--- src/core/lpddr_decode_pkg.sv ---
package lpddr_decode_pkg;
  localparam int NUM_BANKS = 4;
  localparam int BANK_W = 2;
  localparam int ADDR_W = 13;
  localparam int COL_W = 10;
  localparam int AP_BIT = 10;
  localparam int ROW_CTR_W = 13;
  localparam int CLK_PERIOD_NS = 25;
  localparam int PRECHARGE_PERIOD_NS = 30;
  localparam int ROW_ACTIVE_MIN_TIME_NS = 45;
  localparam int REFRESH_CYCLE_TIME_NS = 138;
  localparam int SELF_REFRESH_EXIT_DELAY_NS = 140;
  localparam int MODE_LOAD_DELAY_NS = 25;
  localparam int BURST_CYCLES = 2;
  localparam int PRECHARGE_PERIOD_CYC = (PRECHARGE_PERIOD_NS + CLK_PERIOD_NS - 1) / CLK_PERIOD_NS;
  localparam int ROW_ACTIVE_MIN_CYC = (ROW_ACTIVE_MIN_TIME_NS + CLK_PERIOD_NS - 1) / CLK_PERIOD_NS;
  localparam int REFRESH_CYCLE_CYC = (REFRESH_CYCLE_TIME_NS + CLK_PERIOD_NS - 1) / CLK_PERIOD_NS;
  localparam int SELF_REFRESH_EXIT_CYC = (SELF_REFRESH_EXIT_DELAY_NS + CLK_PERIOD_NS - 1) / CLK_PERIOD_NS;
  localparam int MODE_LOAD_DELAY_CYC = (MODE_LOAD_DELAY_NS + CLK_PERIOD_NS - 1) / CLK_PERIOD_NS;
  localparam logic [1:0] MR_SEL_STD = 2'h0;
  localparam logic [1:0] MR_SEL_EXT = 2'h2;
  localparam logic [ADDR_W-1:0] MR_STD_RESET = 13'h0000;
  localparam logic [ADDR_W-1:0] MR_EXT_RESET = 13'h0000;
  localparam logic [2:0] ARRAY_REF_FULL = 3'h0;
  localparam logic [2:0] ARRAY_REF_HALF = 3'h1;
  localparam logic [2:0] ARRAY_REF_QUARTER = 3'h2;
  localparam int FIFO_DEPTH = 32;
  localparam int DATA_W = 32;
  localparam int MASK_W = 4;
  typedef enum logic [3:0] {
    CMD_NOP, CMD_ACTIVE, CMD_READ, CMD_WRITE, CMD_BURST_STOP, CMD_DEEP_PD,
    CMD_PRECHARGE, CMD_AUTO_REFRESH, CMD_SELF_REFRESH, CMD_MODE_LOAD, CMD_ILLEGAL
  } cmd_type;
  typedef enum {BANK_IDLE, BANK_OPEN, BANK_PRECHARGING} bank_state_type;
  typedef enum {DEV_RUN, DEV_SELF_REFRESH, DEV_SR_EXIT, DEV_DEEP_PD} dev_state_type;
endpackage

--- src/core/lpddr_command_decoder.sv ---
// Overview of operation
// - mode load bank code picks standard/extended register
// - activate opens row until precharge to bank
// - read/write column a0-a9, a10 auto precharge
// - precharge a10 low one bank, high all
// - refresh with cke high auto, low self
// - refresh uses internal counter, ignores other pins
// - burst stop truncates latest read, row stays open; code cuts it only if that read had no auto precharge
// - shared code: cke high burst stop, low deep power-down
// - deselect and nop identical, operations continue
// - write byte stored only when mask low
// - precharged bank idle after precharge period
// - precharge to idle/precharging bank is nop
// - other-bank access allowed during auto precharge
// - auto precharge starts after burst and row_active_min_time
// - self refresh covers partial_array_refresh_setting portion
// - deep power down discards data, needs init
// - ras cas we levels decode to commands
`timescale 1ns/1ps
`default_nettype none

module lpddr_wr_fifo #(
  parameter int WIDTH = 36,
  parameter int DEPTH = 32
) (
  input wire logic clk_i,
  input wire logic rst_i,
  input wire logic in_valid_i,
  output logic in_ready_o,
  input wire logic [WIDTH-1:0] in_data_i,
  output logic out_valid_o,
  input wire logic out_ready_i,
  output logic [WIDTH-1:0] out_data_o
);
  localparam int AW = $clog2(DEPTH);
  logic [WIDTH-1:0] mem [DEPTH];
  logic [AW-1:0] wptr_r;
  logic [AW-1:0] rptr_r;
  logic [AW:0] count_r;
  logic push;
  logic pop;
  assign in_ready_o = (count_r != (AW+1)'(DEPTH));
  assign out_valid_o = (count_r != '0);
  assign out_data_o = mem[rptr_r];
  assign push = in_valid_i && in_ready_o;
  assign pop = out_valid_o && out_ready_i;
  always_ff @(posedge clk_i) begin
    if (push) begin
      mem[wptr_r] <= in_data_i;
    end
  end
  always_ff @(posedge clk_i or posedge rst_i) begin
    if (rst_i) begin
      wptr_r <= '0;
      rptr_r <= '0;
      count_r <= '0;
    end else begin
      if (push) begin
        wptr_r <= (wptr_r == AW'(DEPTH-1)) ? '0 : wptr_r + 1'b1;
      end
      if (pop) begin
        rptr_r <= (rptr_r == AW'(DEPTH-1)) ? '0 : rptr_r + 1'b1;
      end
      count_r <= count_r + (AW+1)'(push) - (AW+1)'(pop);
    end
  end
endmodule

module lpddr_command_decoder
  import lpddr_decode_pkg::*;
#(
  parameter int FIFO_WORDS = FIFO_DEPTH
) (
  input wire logic CLK_SYS_I,
  input wire logic RST_I,
  input wire logic CKE_I,
  input wire logic CS_N_I,
  input wire logic RAS_N_I,
  input wire logic CAS_N_I,
  input wire logic WE_N_I,
  input wire logic [lpddr_decode_pkg::BANK_W-1:0] BA_I,
  input wire logic [lpddr_decode_pkg::ADDR_W-1:0] ADDR_I,
  input wire logic WDATA_VALID_I,
  output logic WDATA_READY_O,
  input wire logic [lpddr_decode_pkg::DATA_W-1:0] WDATA_I,
  input wire logic [lpddr_decode_pkg::MASK_W-1:0] WRITE_BYTE_MASK_I,
  input wire logic ARRAY_READY_I,
  output logic ARRAY_WR_O,
  output logic [lpddr_decode_pkg::DATA_W-1:0] ARRAY_WDATA_O,
  output logic [lpddr_decode_pkg::MASK_W-1:0] ARRAY_BYTE_EN_O,
  output logic [lpddr_decode_pkg::BANK_W-1:0] ARRAY_BANK_O,
  output logic [lpddr_decode_pkg::ADDR_W-1:0] ARRAY_ROW_O,
  output logic [lpddr_decode_pkg::COL_W-1:0] ARRAY_COL_O,
  output logic ARRAY_RD_O,
  output logic READ_STOP_O,
  output logic REFRESH_O,
  output logic [lpddr_decode_pkg::ROW_CTR_W-1:0] REFRESH_ROW_O,
  output logic [lpddr_decode_pkg::NUM_BANKS-1:0] REFRESH_BANKS_O,
  output logic [lpddr_decode_pkg::NUM_BANKS-1:0] BANK_OPEN_O,
  output logic [lpddr_decode_pkg::ADDR_W-1:0] MODE_STD_O,
  output logic [lpddr_decode_pkg::ADDR_W-1:0] MODE_EXT_O,
  output logic SELF_REFRESH_O,
  output logic DEEP_POWER_DOWN_O,
  output logic DATA_LOST_O
);
  import lpddr_decode_pkg::*;

  // pins come from the controller's clock: three-stage capture, act once stages 2 and 3 agree
  localparam int PIN_W = 5 + BANK_W + ADDR_W;
  logic [PIN_W-1:0] pin_s1_r;
  logic [PIN_W-1:0] pin_s2_r;
  logic [PIN_W-1:0] pin_s3_r;
  logic [PIN_W-1:0] pin_r;
  always_ff @(posedge CLK_SYS_I or posedge RST_I) begin
    if (RST_I) begin
      pin_s1_r <= {1'b0, 4'hf, {(BANK_W+ADDR_W){1'b0}}};
      pin_s2_r <= {1'b0, 4'hf, {(BANK_W+ADDR_W){1'b0}}};
      pin_s3_r <= {1'b0, 4'hf, {(BANK_W+ADDR_W){1'b0}}};
      pin_r <= {1'b0, 4'hf, {(BANK_W+ADDR_W){1'b0}}};
    end else begin
      pin_s1_r <= {CKE_I, CS_N_I, RAS_N_I, CAS_N_I, WE_N_I, BA_I, ADDR_I};
      pin_s2_r <= pin_s1_r;
      pin_s3_r <= pin_s2_r;
      if (pin_s2_r == pin_s3_r) begin
        pin_r <= pin_s3_r;
      end
    end
  end
  logic [PIN_W-1:0] pin_prev_r;
  always_ff @(posedge CLK_SYS_I or posedge RST_I) begin
    if (RST_I) begin
      pin_prev_r <= {1'b0, 4'hf, {(BANK_W+ADDR_W){1'b0}}};
    end else begin
      pin_prev_r <= pin_r;
    end
  end
  // one command per settled change of the pin word
  logic new_cmd;
  assign new_cmd = (pin_r != pin_prev_r);

  logic cke;
  logic [3:0] ctl;
  logic [BANK_W-1:0] ba;
  logic [ADDR_W-1:0] addr;
  assign cke = pin_r[PIN_W-1];
  assign ctl = pin_r[PIN_W-2 -: 4];
  assign ba = pin_r[BANK_W+ADDR_W-1 -: BANK_W];
  assign addr = pin_r[ADDR_W-1:0];

  cmd_type cmd;
  always_comb begin
    cmd = CMD_NOP;
    if (!ctl[3] && new_cmd) begin
      case (ctl[2:0])
        3'h7: cmd = CMD_NOP;
        3'h3: cmd = CMD_ACTIVE;
        3'h5: cmd = CMD_READ;
        3'h4: cmd = CMD_WRITE;
        3'h6: cmd = cke ? CMD_BURST_STOP : CMD_DEEP_PD;
        3'h2: cmd = CMD_PRECHARGE;
        3'h1: cmd = cke ? CMD_AUTO_REFRESH : CMD_SELF_REFRESH;
        3'h0: cmd = CMD_MODE_LOAD;
        default: cmd = CMD_ILLEGAL;
      endcase
    end
  end

  dev_state_type dev_r;
  logic [7:0] busy_r;
  logic run;
  assign run = (dev_r == DEV_RUN) && (busy_r == '0);

  // banks, generated per bank
  bank_state_type bank_r [NUM_BANKS];
  logic [ADDR_W-1:0] row_r [NUM_BANKS];
  logic [7:0] tmr_r [NUM_BANKS];
  logic [7:0] ras_r [NUM_BANKS];
  logic [NUM_BANKS-1:0] ap_r;
  logic all_idle;
  always_comb begin
    all_idle = 1'b1;
    for (int i = 0; i < NUM_BANKS; i++) begin
      if (bank_r[i] != BANK_IDLE) begin
        all_idle = 1'b0;
      end
    end
  end
  for (genvar b = 0; b < NUM_BANKS; b++) begin : g_bank
    logic hit;
    logic pre_hit;
    assign hit = run && (ba == BANK_W'(b));
    assign pre_hit = run && (cmd == CMD_PRECHARGE) && (addr[AP_BIT] || ba == BANK_W'(b));
    always_ff @(posedge CLK_SYS_I or posedge RST_I) begin
      if (RST_I) begin
        bank_r[b] <= BANK_IDLE;
        row_r[b] <= '0;
        tmr_r[b] <= '0;
        ras_r[b] <= '0;
        ap_r[b] <= 1'b0;
      end else begin
        if (ras_r[b] != '0) begin
          ras_r[b] <= ras_r[b] - 8'h01;
        end
        case (bank_r[b])
          BANK_IDLE: begin
            if (hit && cmd == CMD_ACTIVE) begin
              bank_r[b] <= BANK_OPEN;
              row_r[b] <= addr;
              ras_r[b] <= 8'(ROW_ACTIVE_MIN_CYC);
            end
          end
          BANK_OPEN: begin
            if (ap_r[b]) begin
              // auto precharge waits out the burst and row_active_min_time
              if (tmr_r[b] != '0) begin
                tmr_r[b] <= tmr_r[b] - 8'h01;
              end else if (ras_r[b] == '0) begin
                bank_r[b] <= BANK_PRECHARGING;
                tmr_r[b] <= 8'(PRECHARGE_PERIOD_CYC);
                ap_r[b] <= 1'b0;
              end
            end else if (pre_hit) begin
              bank_r[b] <= BANK_PRECHARGING;
              tmr_r[b] <= 8'(PRECHARGE_PERIOD_CYC);
            end else if (hit && (cmd == CMD_READ || cmd == CMD_WRITE) && addr[AP_BIT]) begin
              ap_r[b] <= 1'b1;
              tmr_r[b] <= 8'(BURST_CYCLES);
            end
          end
          BANK_PRECHARGING: begin
            if (tmr_r[b] != '0) begin
              tmr_r[b] <= tmr_r[b] - 8'h01;
            end else begin
              bank_r[b] <= BANK_IDLE;
            end
          end
          default: bank_r[b] <= BANK_IDLE;
        endcase
      end
    end
  end

  // device-wide mode: refresh, self refresh, deep power down, mode loads
  logic [ROW_CTR_W-1:0] ref_row_r;
  always_ff @(posedge CLK_SYS_I or posedge RST_I) begin
    if (RST_I) begin
      dev_r <= DEV_RUN;
      busy_r <= '0;
    end else begin
      case (dev_r)
        DEV_RUN: begin
          if (busy_r != '0) begin
            busy_r <= busy_r - 8'h01;
          end else if (cmd == CMD_AUTO_REFRESH) begin
            busy_r <= 8'(REFRESH_CYCLE_CYC);
          end else if (cmd == CMD_MODE_LOAD) begin
            busy_r <= 8'(MODE_LOAD_DELAY_CYC);
          end else if (cmd == CMD_SELF_REFRESH) begin
            dev_r <= DEV_SELF_REFRESH;
          end else if (cmd == CMD_DEEP_PD) begin
            dev_r <= DEV_DEEP_PD;
          end
        end
        DEV_SELF_REFRESH: begin
          if (cke) begin
            dev_r <= DEV_SR_EXIT;
            busy_r <= 8'(SELF_REFRESH_EXIT_CYC);
          end
        end
        DEV_SR_EXIT: begin
          if (busy_r != '0) begin
            busy_r <= busy_r - 8'h01;
          end else begin
            dev_r <= DEV_RUN;
          end
        end
        DEV_DEEP_PD: begin
          if (cke) begin
            dev_r <= DEV_RUN;
          end
        end
        default: dev_r <= DEV_RUN;
      endcase
    end
  end

  always_ff @(posedge CLK_SYS_I or posedge RST_I) begin
    if (RST_I) begin
      MODE_STD_O <= MR_STD_RESET;
      MODE_EXT_O <= MR_EXT_RESET;
    end else if (run && cmd == CMD_MODE_LOAD && all_idle) begin
      if (ba == MR_SEL_STD) begin
        MODE_STD_O <= addr;
      end else if (ba == MR_SEL_EXT) begin
        MODE_EXT_O <= addr;
      end
    end
  end

  // refresh pulses: internal row counter, address pins unused
  logic [NUM_BANKS-1:0] part_banks;
  always_comb begin
    case (MODE_EXT_O[2:0])
      ARRAY_REF_HALF: part_banks = 4'h3;
      ARRAY_REF_QUARTER: part_banks = 4'h1;
      default: part_banks = 4'hf;
    endcase
  end
  logic [7:0] sr_tick_r;
  always_ff @(posedge CLK_SYS_I or posedge RST_I) begin
    if (RST_I) begin
      REFRESH_O <= 1'b0;
      REFRESH_ROW_O <= '0;
      REFRESH_BANKS_O <= '0;
      ref_row_r <= '0;
      sr_tick_r <= '0;
    end else begin
      REFRESH_O <= 1'b0;
      sr_tick_r <= (dev_r == DEV_SELF_REFRESH) ? sr_tick_r + 8'h01 : '0;
      if (run && cmd == CMD_AUTO_REFRESH) begin
        REFRESH_O <= 1'b1;
        REFRESH_ROW_O <= ref_row_r;
        REFRESH_BANKS_O <= 4'hf;
        ref_row_r <= ref_row_r + 1'b1;
      end else if (dev_r == DEV_SELF_REFRESH && sr_tick_r == 8'hff) begin
        REFRESH_O <= 1'b1;
        REFRESH_ROW_O <= ref_row_r;
        REFRESH_BANKS_O <= part_banks;
        ref_row_r <= ref_row_r + 1'b1;
      end
    end
  end

  // column commands and burst stop
  logic [NUM_BANKS-1:0] open_vec;
  always_comb begin
    for (int i = 0; i < NUM_BANKS; i++) begin
      open_vec[i] = (bank_r[i] == BANK_OPEN);
    end
  end
  logic [BANK_W-1:0] last_rd_bank_r;
  logic last_rd_ap_r;
  always_ff @(posedge CLK_SYS_I or posedge RST_I) begin
    if (RST_I) begin
      ARRAY_RD_O <= 1'b0;
      READ_STOP_O <= 1'b0;
      ARRAY_BANK_O <= '0;
      ARRAY_ROW_O <= '0;
      ARRAY_COL_O <= '0;
      last_rd_bank_r <= '0;
      last_rd_ap_r <= 1'b1;
    end else begin
      ARRAY_RD_O <= 1'b0;
      READ_STOP_O <= 1'b0;
      if (run && open_vec[ba] && !ap_r[ba] && (cmd == CMD_READ || cmd == CMD_WRITE)) begin
        ARRAY_BANK_O <= ba;
        ARRAY_ROW_O <= row_r[ba];
        ARRAY_COL_O <= addr[COL_W-1:0];
        if (cmd == CMD_READ) begin
          ARRAY_RD_O <= 1'b1;
          last_rd_bank_r <= ba;
          last_rd_ap_r <= addr[AP_BIT];
        end
      end
      // only a read without auto precharge is cut; its row is left open
      if (run && cmd == CMD_BURST_STOP && !last_rd_ap_r) begin
        READ_STOP_O <= 1'b1;
        ARRAY_BANK_O <= last_rd_bank_r;
      end
    end
  end

  // write data path through the fifo; mask high keeps the byte
  logic fifo_valid;
  logic fifo_ready;
  logic [DATA_W+MASK_W-1:0] fifo_data;
  lpddr_wr_fifo #(
    .WIDTH(DATA_W + MASK_W),
    .DEPTH(FIFO_WORDS)
  ) i_lpddr_wr_fifo (
    .clk_i(CLK_SYS_I),
    .rst_i(RST_I),
    // only words taken by the registered handshake enter, else space_r drifts from the buffer
    .in_valid_i(WDATA_VALID_I && WDATA_READY_O),
    .in_ready_o(),
    .in_data_i({WRITE_BYTE_MASK_I, WDATA_I}),
    .out_valid_o(fifo_valid),
    .out_ready_i(fifo_ready),
    .out_data_o(fifo_data)
  );
  // registered copy of fifo space for the ready output
  logic [5:0] space_r;
  assign fifo_ready = ARRAY_READY_I && !ARRAY_WR_O && (dev_r == DEV_RUN);
  always_ff @(posedge CLK_SYS_I or posedge RST_I) begin
    if (RST_I) begin
      ARRAY_WR_O <= 1'b0;
      ARRAY_WDATA_O <= '0;
      ARRAY_BYTE_EN_O <= '0;
      WDATA_READY_O <= 1'b0;
      space_r <= 6'(FIFO_WORDS);
    end else begin
      ARRAY_WR_O <= 1'b0;
      space_r <= space_r - 6'(WDATA_VALID_I && WDATA_READY_O) + 6'(fifo_valid && fifo_ready);
      // deasserts one word early so the registered ready never overfills
      WDATA_READY_O <= (space_r > 6'h01);
      if (fifo_valid && fifo_ready) begin
        ARRAY_WR_O <= 1'b1;
        ARRAY_WDATA_O <= fifo_data[DATA_W-1:0];
        ARRAY_BYTE_EN_O <= ~fifo_data[DATA_W+MASK_W-1:DATA_W];
      end
    end
  end

  always_ff @(posedge CLK_SYS_I or posedge RST_I) begin
    if (RST_I) begin
      BANK_OPEN_O <= '0;
      SELF_REFRESH_O <= 1'b0;
      DEEP_POWER_DOWN_O <= 1'b0;
      DATA_LOST_O <= 1'b0;
    end else begin
      BANK_OPEN_O <= open_vec;
      SELF_REFRESH_O <= (dev_r == DEV_SELF_REFRESH);
      DEEP_POWER_DOWN_O <= (dev_r == DEV_DEEP_PD);
      if (dev_r == DEV_DEEP_PD) begin
        DATA_LOST_O <= 1'b1;
      end else if (run && cmd == CMD_MODE_LOAD) begin
        DATA_LOST_O <= 1'b0;
      end
    end
  end
endmodule

`default_nettype wire

--- config.mk ---
export PLATFORM = sky130hd
export DESIGN_NAME = lpddr_command_decoder
export DESIGN_NICKNAME = d
export VERILOG_FILES = /design/src/core/lpddr_decode_pkg.sv /design/src/core/lpddr_command_decoder.sv
export SDC_FILE = /design/constraint.sdc
export NUM_CORES = 2
export LEC_CHECK = 0
export ABC_AREA = 0
export BUFFER_PORTS_ARGS = -buffer_cell sky130_fd_sc_hd__buf_2
export CORE_ASPECT_RATIO = 0.75
export CORE_MARGIN = 3
export CORE_UTILIZATION = 45
export CTS_BUF_LIST = sky130_fd_sc_hd__clkbuf_4 sky130_fd_sc_hd__clkbuf_8 sky130_fd_sc_hd__clkbuf_16
export DETAILED_ROUTE_END_ITERATION = 16
export PLACE_DENSITY_LB_ADDON = 0.25
export REMOVE_ABC_BUFFERS = 1
export SLEW_MARGIN = 20
export SYNTH_ARGS = -nofsm -noshare
export SYNTH_HDL_FRONTEND = slang
export SYNTH_SLANG_ARGS = --single-unit
--- constraint.sdc ---
create_clock -name CLK_SYS_I -period 21.7 [get_ports CLK_SYS_I]
set_clock_uncertainty 0.15 [all_clocks]
set_input_delay 2.17 -clock CLK_SYS_I [delete_from_list [all_inputs] [get_ports CLK_SYS_I]]
set_output_delay 2.17 -clock CLK_SYS_I [all_outputs]
set_load 0.005 [all_outputs]
# After elaboration in Yosys (flattened, before gate mapping)
# Memory sizes are Yosys's and may differ from the RTL's.
# Cells that the tools add are included.
# totals
ramBits,1152
output_inout_bits,116
register_bits,550
elab_cells,400
mem_count,1
# classes
reduce_logical,98
add_sub_neg,17
magnitude_cmp,3
muxes,140
n_bitwise,3
eq_ne,85
# memory_table
name,words,width,read_ports,rd_ports_with_merged_regs,wr,line_no,rtl
i_lpddr_wr_fifo.mem,32,36,1,0,1,lpddr_command_decoder.sv:36,logic [WIDTH-1:0] mem [DEPTH];
# op_table
cell,count
32-bit 2-to-1 mux,32
32-bit case mux with 3 select lines,4
32-bit by 2-bit equality test with 1-bit output (second input constant),11
8-bit 2-to-1 mux,42
32-bit logical NOT,6
32-bit by 1-bit equality test with 1-bit output (second input constant),5
32-bit case mux with 4 select lines,1
32-bit nonzero test,4
13-bit 2-to-1 mux,6
8-bit nonzero test,9
8-bit by 1-bit subtractor with 8-bit output (second input constant),9
8-bit case mux with 2 select lines,4
8-bit logical NOT,5
3-bit inequality test (second input constant),13
2-bit inequality test (second input constant),19
1-bit logical AND,37
1-bit 2-to-1 mux,37
4-bit inequality test (second input constant),9
32-bit by 3-bit equality test with 1-bit output (second input constant),1
4-bit case mux with 8 select lines,1
13-bit binary-select mux with 2-bit select,1
8-bit case mux with 3 select lines,1
20-bit equality test,1
20-bit inequality test,1
other kinds (40),87

# Depth between registers and ports, before layout
# logic_depth
ltp_word,11
mapped_depth,16
mapped_depth_nobuf,15

# Cells and area by module
# Synthesis repeated with hierarchy kept, for this count alone.
# unflattened
cells_unflattened,3787
area_unflattened_um2,61689.2
# by_module_without_submodules
mod,cells_per_inst,area_per_inst_um2,seq_area_each_um2,instances
lpddr_wr_fifo,2414,45349.7,34993.6,1
lpddr_command_decoder,1373,16339.4,9611.7,1

# Worst setup path before layout
# OpenSTA, ideal clock, no wires.
# synth_timing
kind,input -> register
start,input port WDATA_VALID_I
end,"memory i_lpddr_wr_fifo.mem[15][0], enable pin"
required_time_ps,21121
t_arrival_ps,4282
slack_ps,16839
path_buffers,0
cell_stages,5
cell_sequence,and2_1 nand2_1 clkinv_1 nand2_1 nor2_1
# synth_between
elab_chain_len,4
# synth_lines
element,line_no,rtl
start: declaration,lpddr_command_decoder.sv:83,"input wire logic WDATA_VALID_I,"
1-bit logical AND,lpddr_command_decoder.sv:384,".in_valid_i(WDATA_VALID_I && WDATA_READY_O),"
1-bit logical AND,lpddr_command_decoder.sv:45,assign push = in_valid_i && in_ready_o;
net i_lpddr_wr_fifo.push,lpddr_command_decoder.sv:40,logic push;
1-bit 2-to-1 mux,lpddr_command_decoder.sv:48,if (push) begin
1-bit 2-to-1 mux (implied by the code),lpddr_command_decoder.sv:49,mem[wptr_r] <= in_data_i;
end: declaration,lpddr_command_decoder.sv:36,
# The timed path passes the listed nets, and every way through them passes these cells.

# Worst setup path after layout
# layout_timing
start,register i_lpddr_wr_fifo.rptr_r[0]
end,register ARRAY_WDATA_O[9] in the netlist's numbering
# layout_between
elab_chain_len,1
# layout_lines
element,line_no,rtl
start: declaration,lpddr_command_decoder.sv:38,logic [AW-1:0] rptr_r;
start signal: assignment,lpddr_command_decoder.sv:62,rptr_r <= (rptr_r == AW'(DEPTH-1)) ? '0 : rptr_r + 1'b1;
memory 32 x 36 bit,--,
end signal: assignment,lpddr_command_decoder.sv:408,ARRAY_WDATA_O <= fifo_data[DATA_W-1:0];
end: declaration,lpddr_command_decoder.sv:89,"output logic [lpddr_decode_pkg::DATA_W-1:0] ARRAY_WDATA_O,"
# Every way passes these cells.
# A chain may end at the register's enable or synchronous reset.

==> results.sh <==
export IMPL_power_leakage_nw=25.8
export IMPL_dr_pass1_iters=5
export IMPL_clk_transition_reported_paths_ns=0.06
export IMPL_path_class="flop to flop"
export IMPL_powerDensity_nw_per_um2=113
export IMPL_ys_warn_count=0
export IMPL_fin_util_pct=51.9
export IMPL_first_iter_violations=3331
export IMPL_hp_class="flop to flop"
export IMPL_worstPathArrival_ns=5.56
export IMPL_place_ws_ns=16.58
export IMPL_hold_slack_ns=0.195
export IMPL_cap_violations=0
export IMPL_gp_congestion=0.836
export IMPL_setup_viol=0
export IMPL_first_global_vias=32624
export IMPL_relSlewSlack_pct=26.6
export IMPL_dieArea_um2=141000
export IMPL_rsz0062_at_grt="false"
export IMPL_numPortBuffers=175
export IMPL_synthArstFlopShare_pct=25.7
export IMPL_grt_pass1_wl_mm=219
export IMPL_ctsHoldBuffers=0
export IMPL_cp_required_ns=22.22
export IMPL_gr_usage_all_layers_pct=20.6
export IMPL_setup_ws_ns=16.66
export IMPL_start_util_pct=45.6
export IMPL_yosysSeqAreaShare_pct=72.7
export IMPL_diodes=0
export IMPL_ant_nets=0
export IMPL_cts_tree="done"
export IMPL_fill_cells=10752
export IMPL_postCtsSetupBuffers=0
export IMPL_die_w_um=432
export IMPL_wl_per_cell_um=25.4
export IMPL_num_io_pins=176
export IMPL_fp_row_count=116
export IMPL_synth_flop_cell="edfxtp_1"
export IMPL_drc=0
export IMPL_hold_violations=0
export IMPL_outcome="completed"
export IMPL_fin_crit_ns=5.04
export IMPL_cp_end_kind="flop"
export IMPL_critPathLaunchType="flop"
export IMPL_syn_inst=3639
export IMPL_globalRouteOverflowTotal=0
export IMPL_die_h_um=326
export IMPL_stdcell_count=5743
export IMPL_grt_antenna_before_repair=1
export IMPL_most_common_layout_cells="edfxtp_1 (1152), dfrtp_1 (373), mux2i_1 (218)"
export IMPL_syn_area_per_cell_um2=16.8
export IMPL_syn_area_um2=61300
export IMPL_grt_max_degree=135
export IMPL_postCtsResizedCells=0
export IMPL_dp_cells=5460
export IMPL_min_period_over_period_pct=23.2
export IMPL_critPathMaxFanout=58
export IMPL_viasPerCell=5.80
export IMPL_htree_levels=4
export IMPL_cts_num_sinks=1551
export IMPL_coreArea_um2=134000
export IMPL_layout_nets=3958
export IMPL_wirelength_mm=146
export IMPL_fmax_mhz=198
export IMPL_final_common_cell="edfxtp_1"
export IMPL_clock_latency_ns=0.78
export IMPL_area_delta_synth_final_pct=13.8
export IMPL_synth_seq_cells=1551
export IMPL_peakVddDrop_v=0.0000711
export IMPL_num_vias=33325
export IMPL_worst_pin_slew_ns=1.10
export IMPL_final_layout_size_suffix_gt1_share_pct=23.2
export IMPL_ys_types=73
export IMPL_root_buffer="clkbuf_16"
export IMPL_slew_violations=0
export IMPL_synth_edff_count=1152
export IMPL_clockBufferDepth=3
export IMPL_cts_buffers=152
export IMPL_hpwlAfterDp_mm=89.9
export IMPL_finalSetupTns_ns=0
cells by family after synthesis:
| family | count (synthesis) | synth area share (%) |
|---|---|---|
| DFF | 1551 | 72.7 |
| AOI/OAI and AO/OA | 592 | 6.24 |
| muxes | 571 | 12.9 |
| and+or+nand+nor | 530 | 4.03 |
| buffers and inverters | 249 | 1.62 |
| xor gates and xnor gates | 91 | 1.30 |
| adders and majority gates | 55 | 1.14 |
final cells by class:
class | count | area [um^2] | area share, %
tap | 1770 | 2210 | 3.17
clock inverter | 82 | 972 | 1.39
inverter | 67 | 259 | 0.371
timing repair buffer | 234 | 1400 | 2.01
sequential | 1551 | 44600 | 64.0
clock buffer | 200 | 4290 | 6.15
multi-input combinational | 1839 | 16000 | 22.9
where the power goes:
group | internal (W) | leakage, nW | switching, W
sequential | 0.00337 | 15.6 | 0.000173
clock | 0.00161 | 2.62 | 0.00115
combinational | 0.000595 | 7.54 | 0.000989
total | 0.00557 | 25.8 | 0.00231
stage by stage:
| stage | power, W | cell area [um^2] |
|---|---|---|
| 2_1_floorplan | 0.00489 | 60600 |
| 3_3_place_gp | 0.00519 | 64400 |
| 3_5_place_dp | 0.00520 | 64500 |
| 4_1_cts | 0.00796 | 69700 |
| 5_1_grt | 0.00820 | 69800 |
| 6_report | 0.00788 | 69800 |
layer usage:
| metal | up-vias | GRT usage [%] | wire, um |
|---|---|---|---|
| met5 | - | 0 | 0 |
| met4 | 0 | 4.99 | 2820 |
| met3 | 205 | 3.52 | 9670 |
| met2 | 1152 | 31.4 | 67600 |
| met1 | 17339 | 31.1 | 65600 |
| li1 | 14629 | - | - |
synthesized netlist by cell type (5+ instances only):
cell type     n  area share, %
o21ai_0     154            1.3
edfxtp_1   1152             56
mux2_2      184            3.4
nand2b_1     22           0.22
nand3_1      32           0.26
buf_2        44           0.36
a221oi_1     10           0.14
o22ai_1      66           0.67
dfstp_2      22           0.94
nor3b_1       6          0.073
o221ai_1     65           0.93
a21oi_1     156            1.3
a22oi_1      10           0.12
ha_1         51            1.0
mux2_1       12           0.22
a21o_1        5          0.061
nor2_1      143           0.88
and2_1       15           0.15
and3_1       13           0.13
nand2_1     201            1.2
inv_1        65           0.40
mux4_2      157            5.8
o21bai_1      5          0.061
a211oi_1     36           0.44
buf_1        25           0.15
a221o_1      36           0.59
dfrtp_1     377             15
o31ai_1      17           0.21
clkbuf_1    112           0.69
xnor2_1      56           0.80
nand4_1      13           0.13
mux2i_1     218            3.6
a31oi_1       6          0.061
xor2_1       35           0.50
nor4_1       21           0.21
nor3_1       27           0.22
a32oi_1       7           0.10
nor2b_1      10           0.10
flip-flops by register name, indices dropped and copies added (netlist names), 32 cells and up:
register	cells
row_r	52
i_lpddr_wr_fifo.mem	1152
tmr_r	32
ARRAY_WDATA_O	32
ras_r	32
worst max-delay path: stages, from the launching register on:
cell and delay [ns]:
dfrtp_4 0.97, buf_4 0.94, buf_4 0.72, buf_4 0.70, mux2_2 0.40, a21oi_1 0.13, o21ai_0 0.14, o22ai_1 0.23
a211oi_1 0.09, a221o_1 0.31
final timing paths:
check | start | end | slack (ns) | depth (start not counted)
worst max-delay path | i_lpddr_wr_fifo.rptr_r[0] | ARRAY_WDATA_O[9] | 16.66 | 9
worst min-delay path | pin_s1_r[0] | pin_s2_r[0] | 0.20 | 0
worst max register to register | i_lpddr_wr_fifo.rptr_r[0] | ARRAY_WDATA_O[9] | 16.66 | 9
worst min register to register | pin_s1_r[0] | pin_s2_r[0] | 0.20 | 0
max in group asynchronous | RST_I | i_lpddr_wr_fifo.rptr_r[2] | 18.42 | 3
min in group asynchronous | RST_I | REFRESH_ROW_O[0] | 1.43 | 2
(Power assumes the default switching activity.)
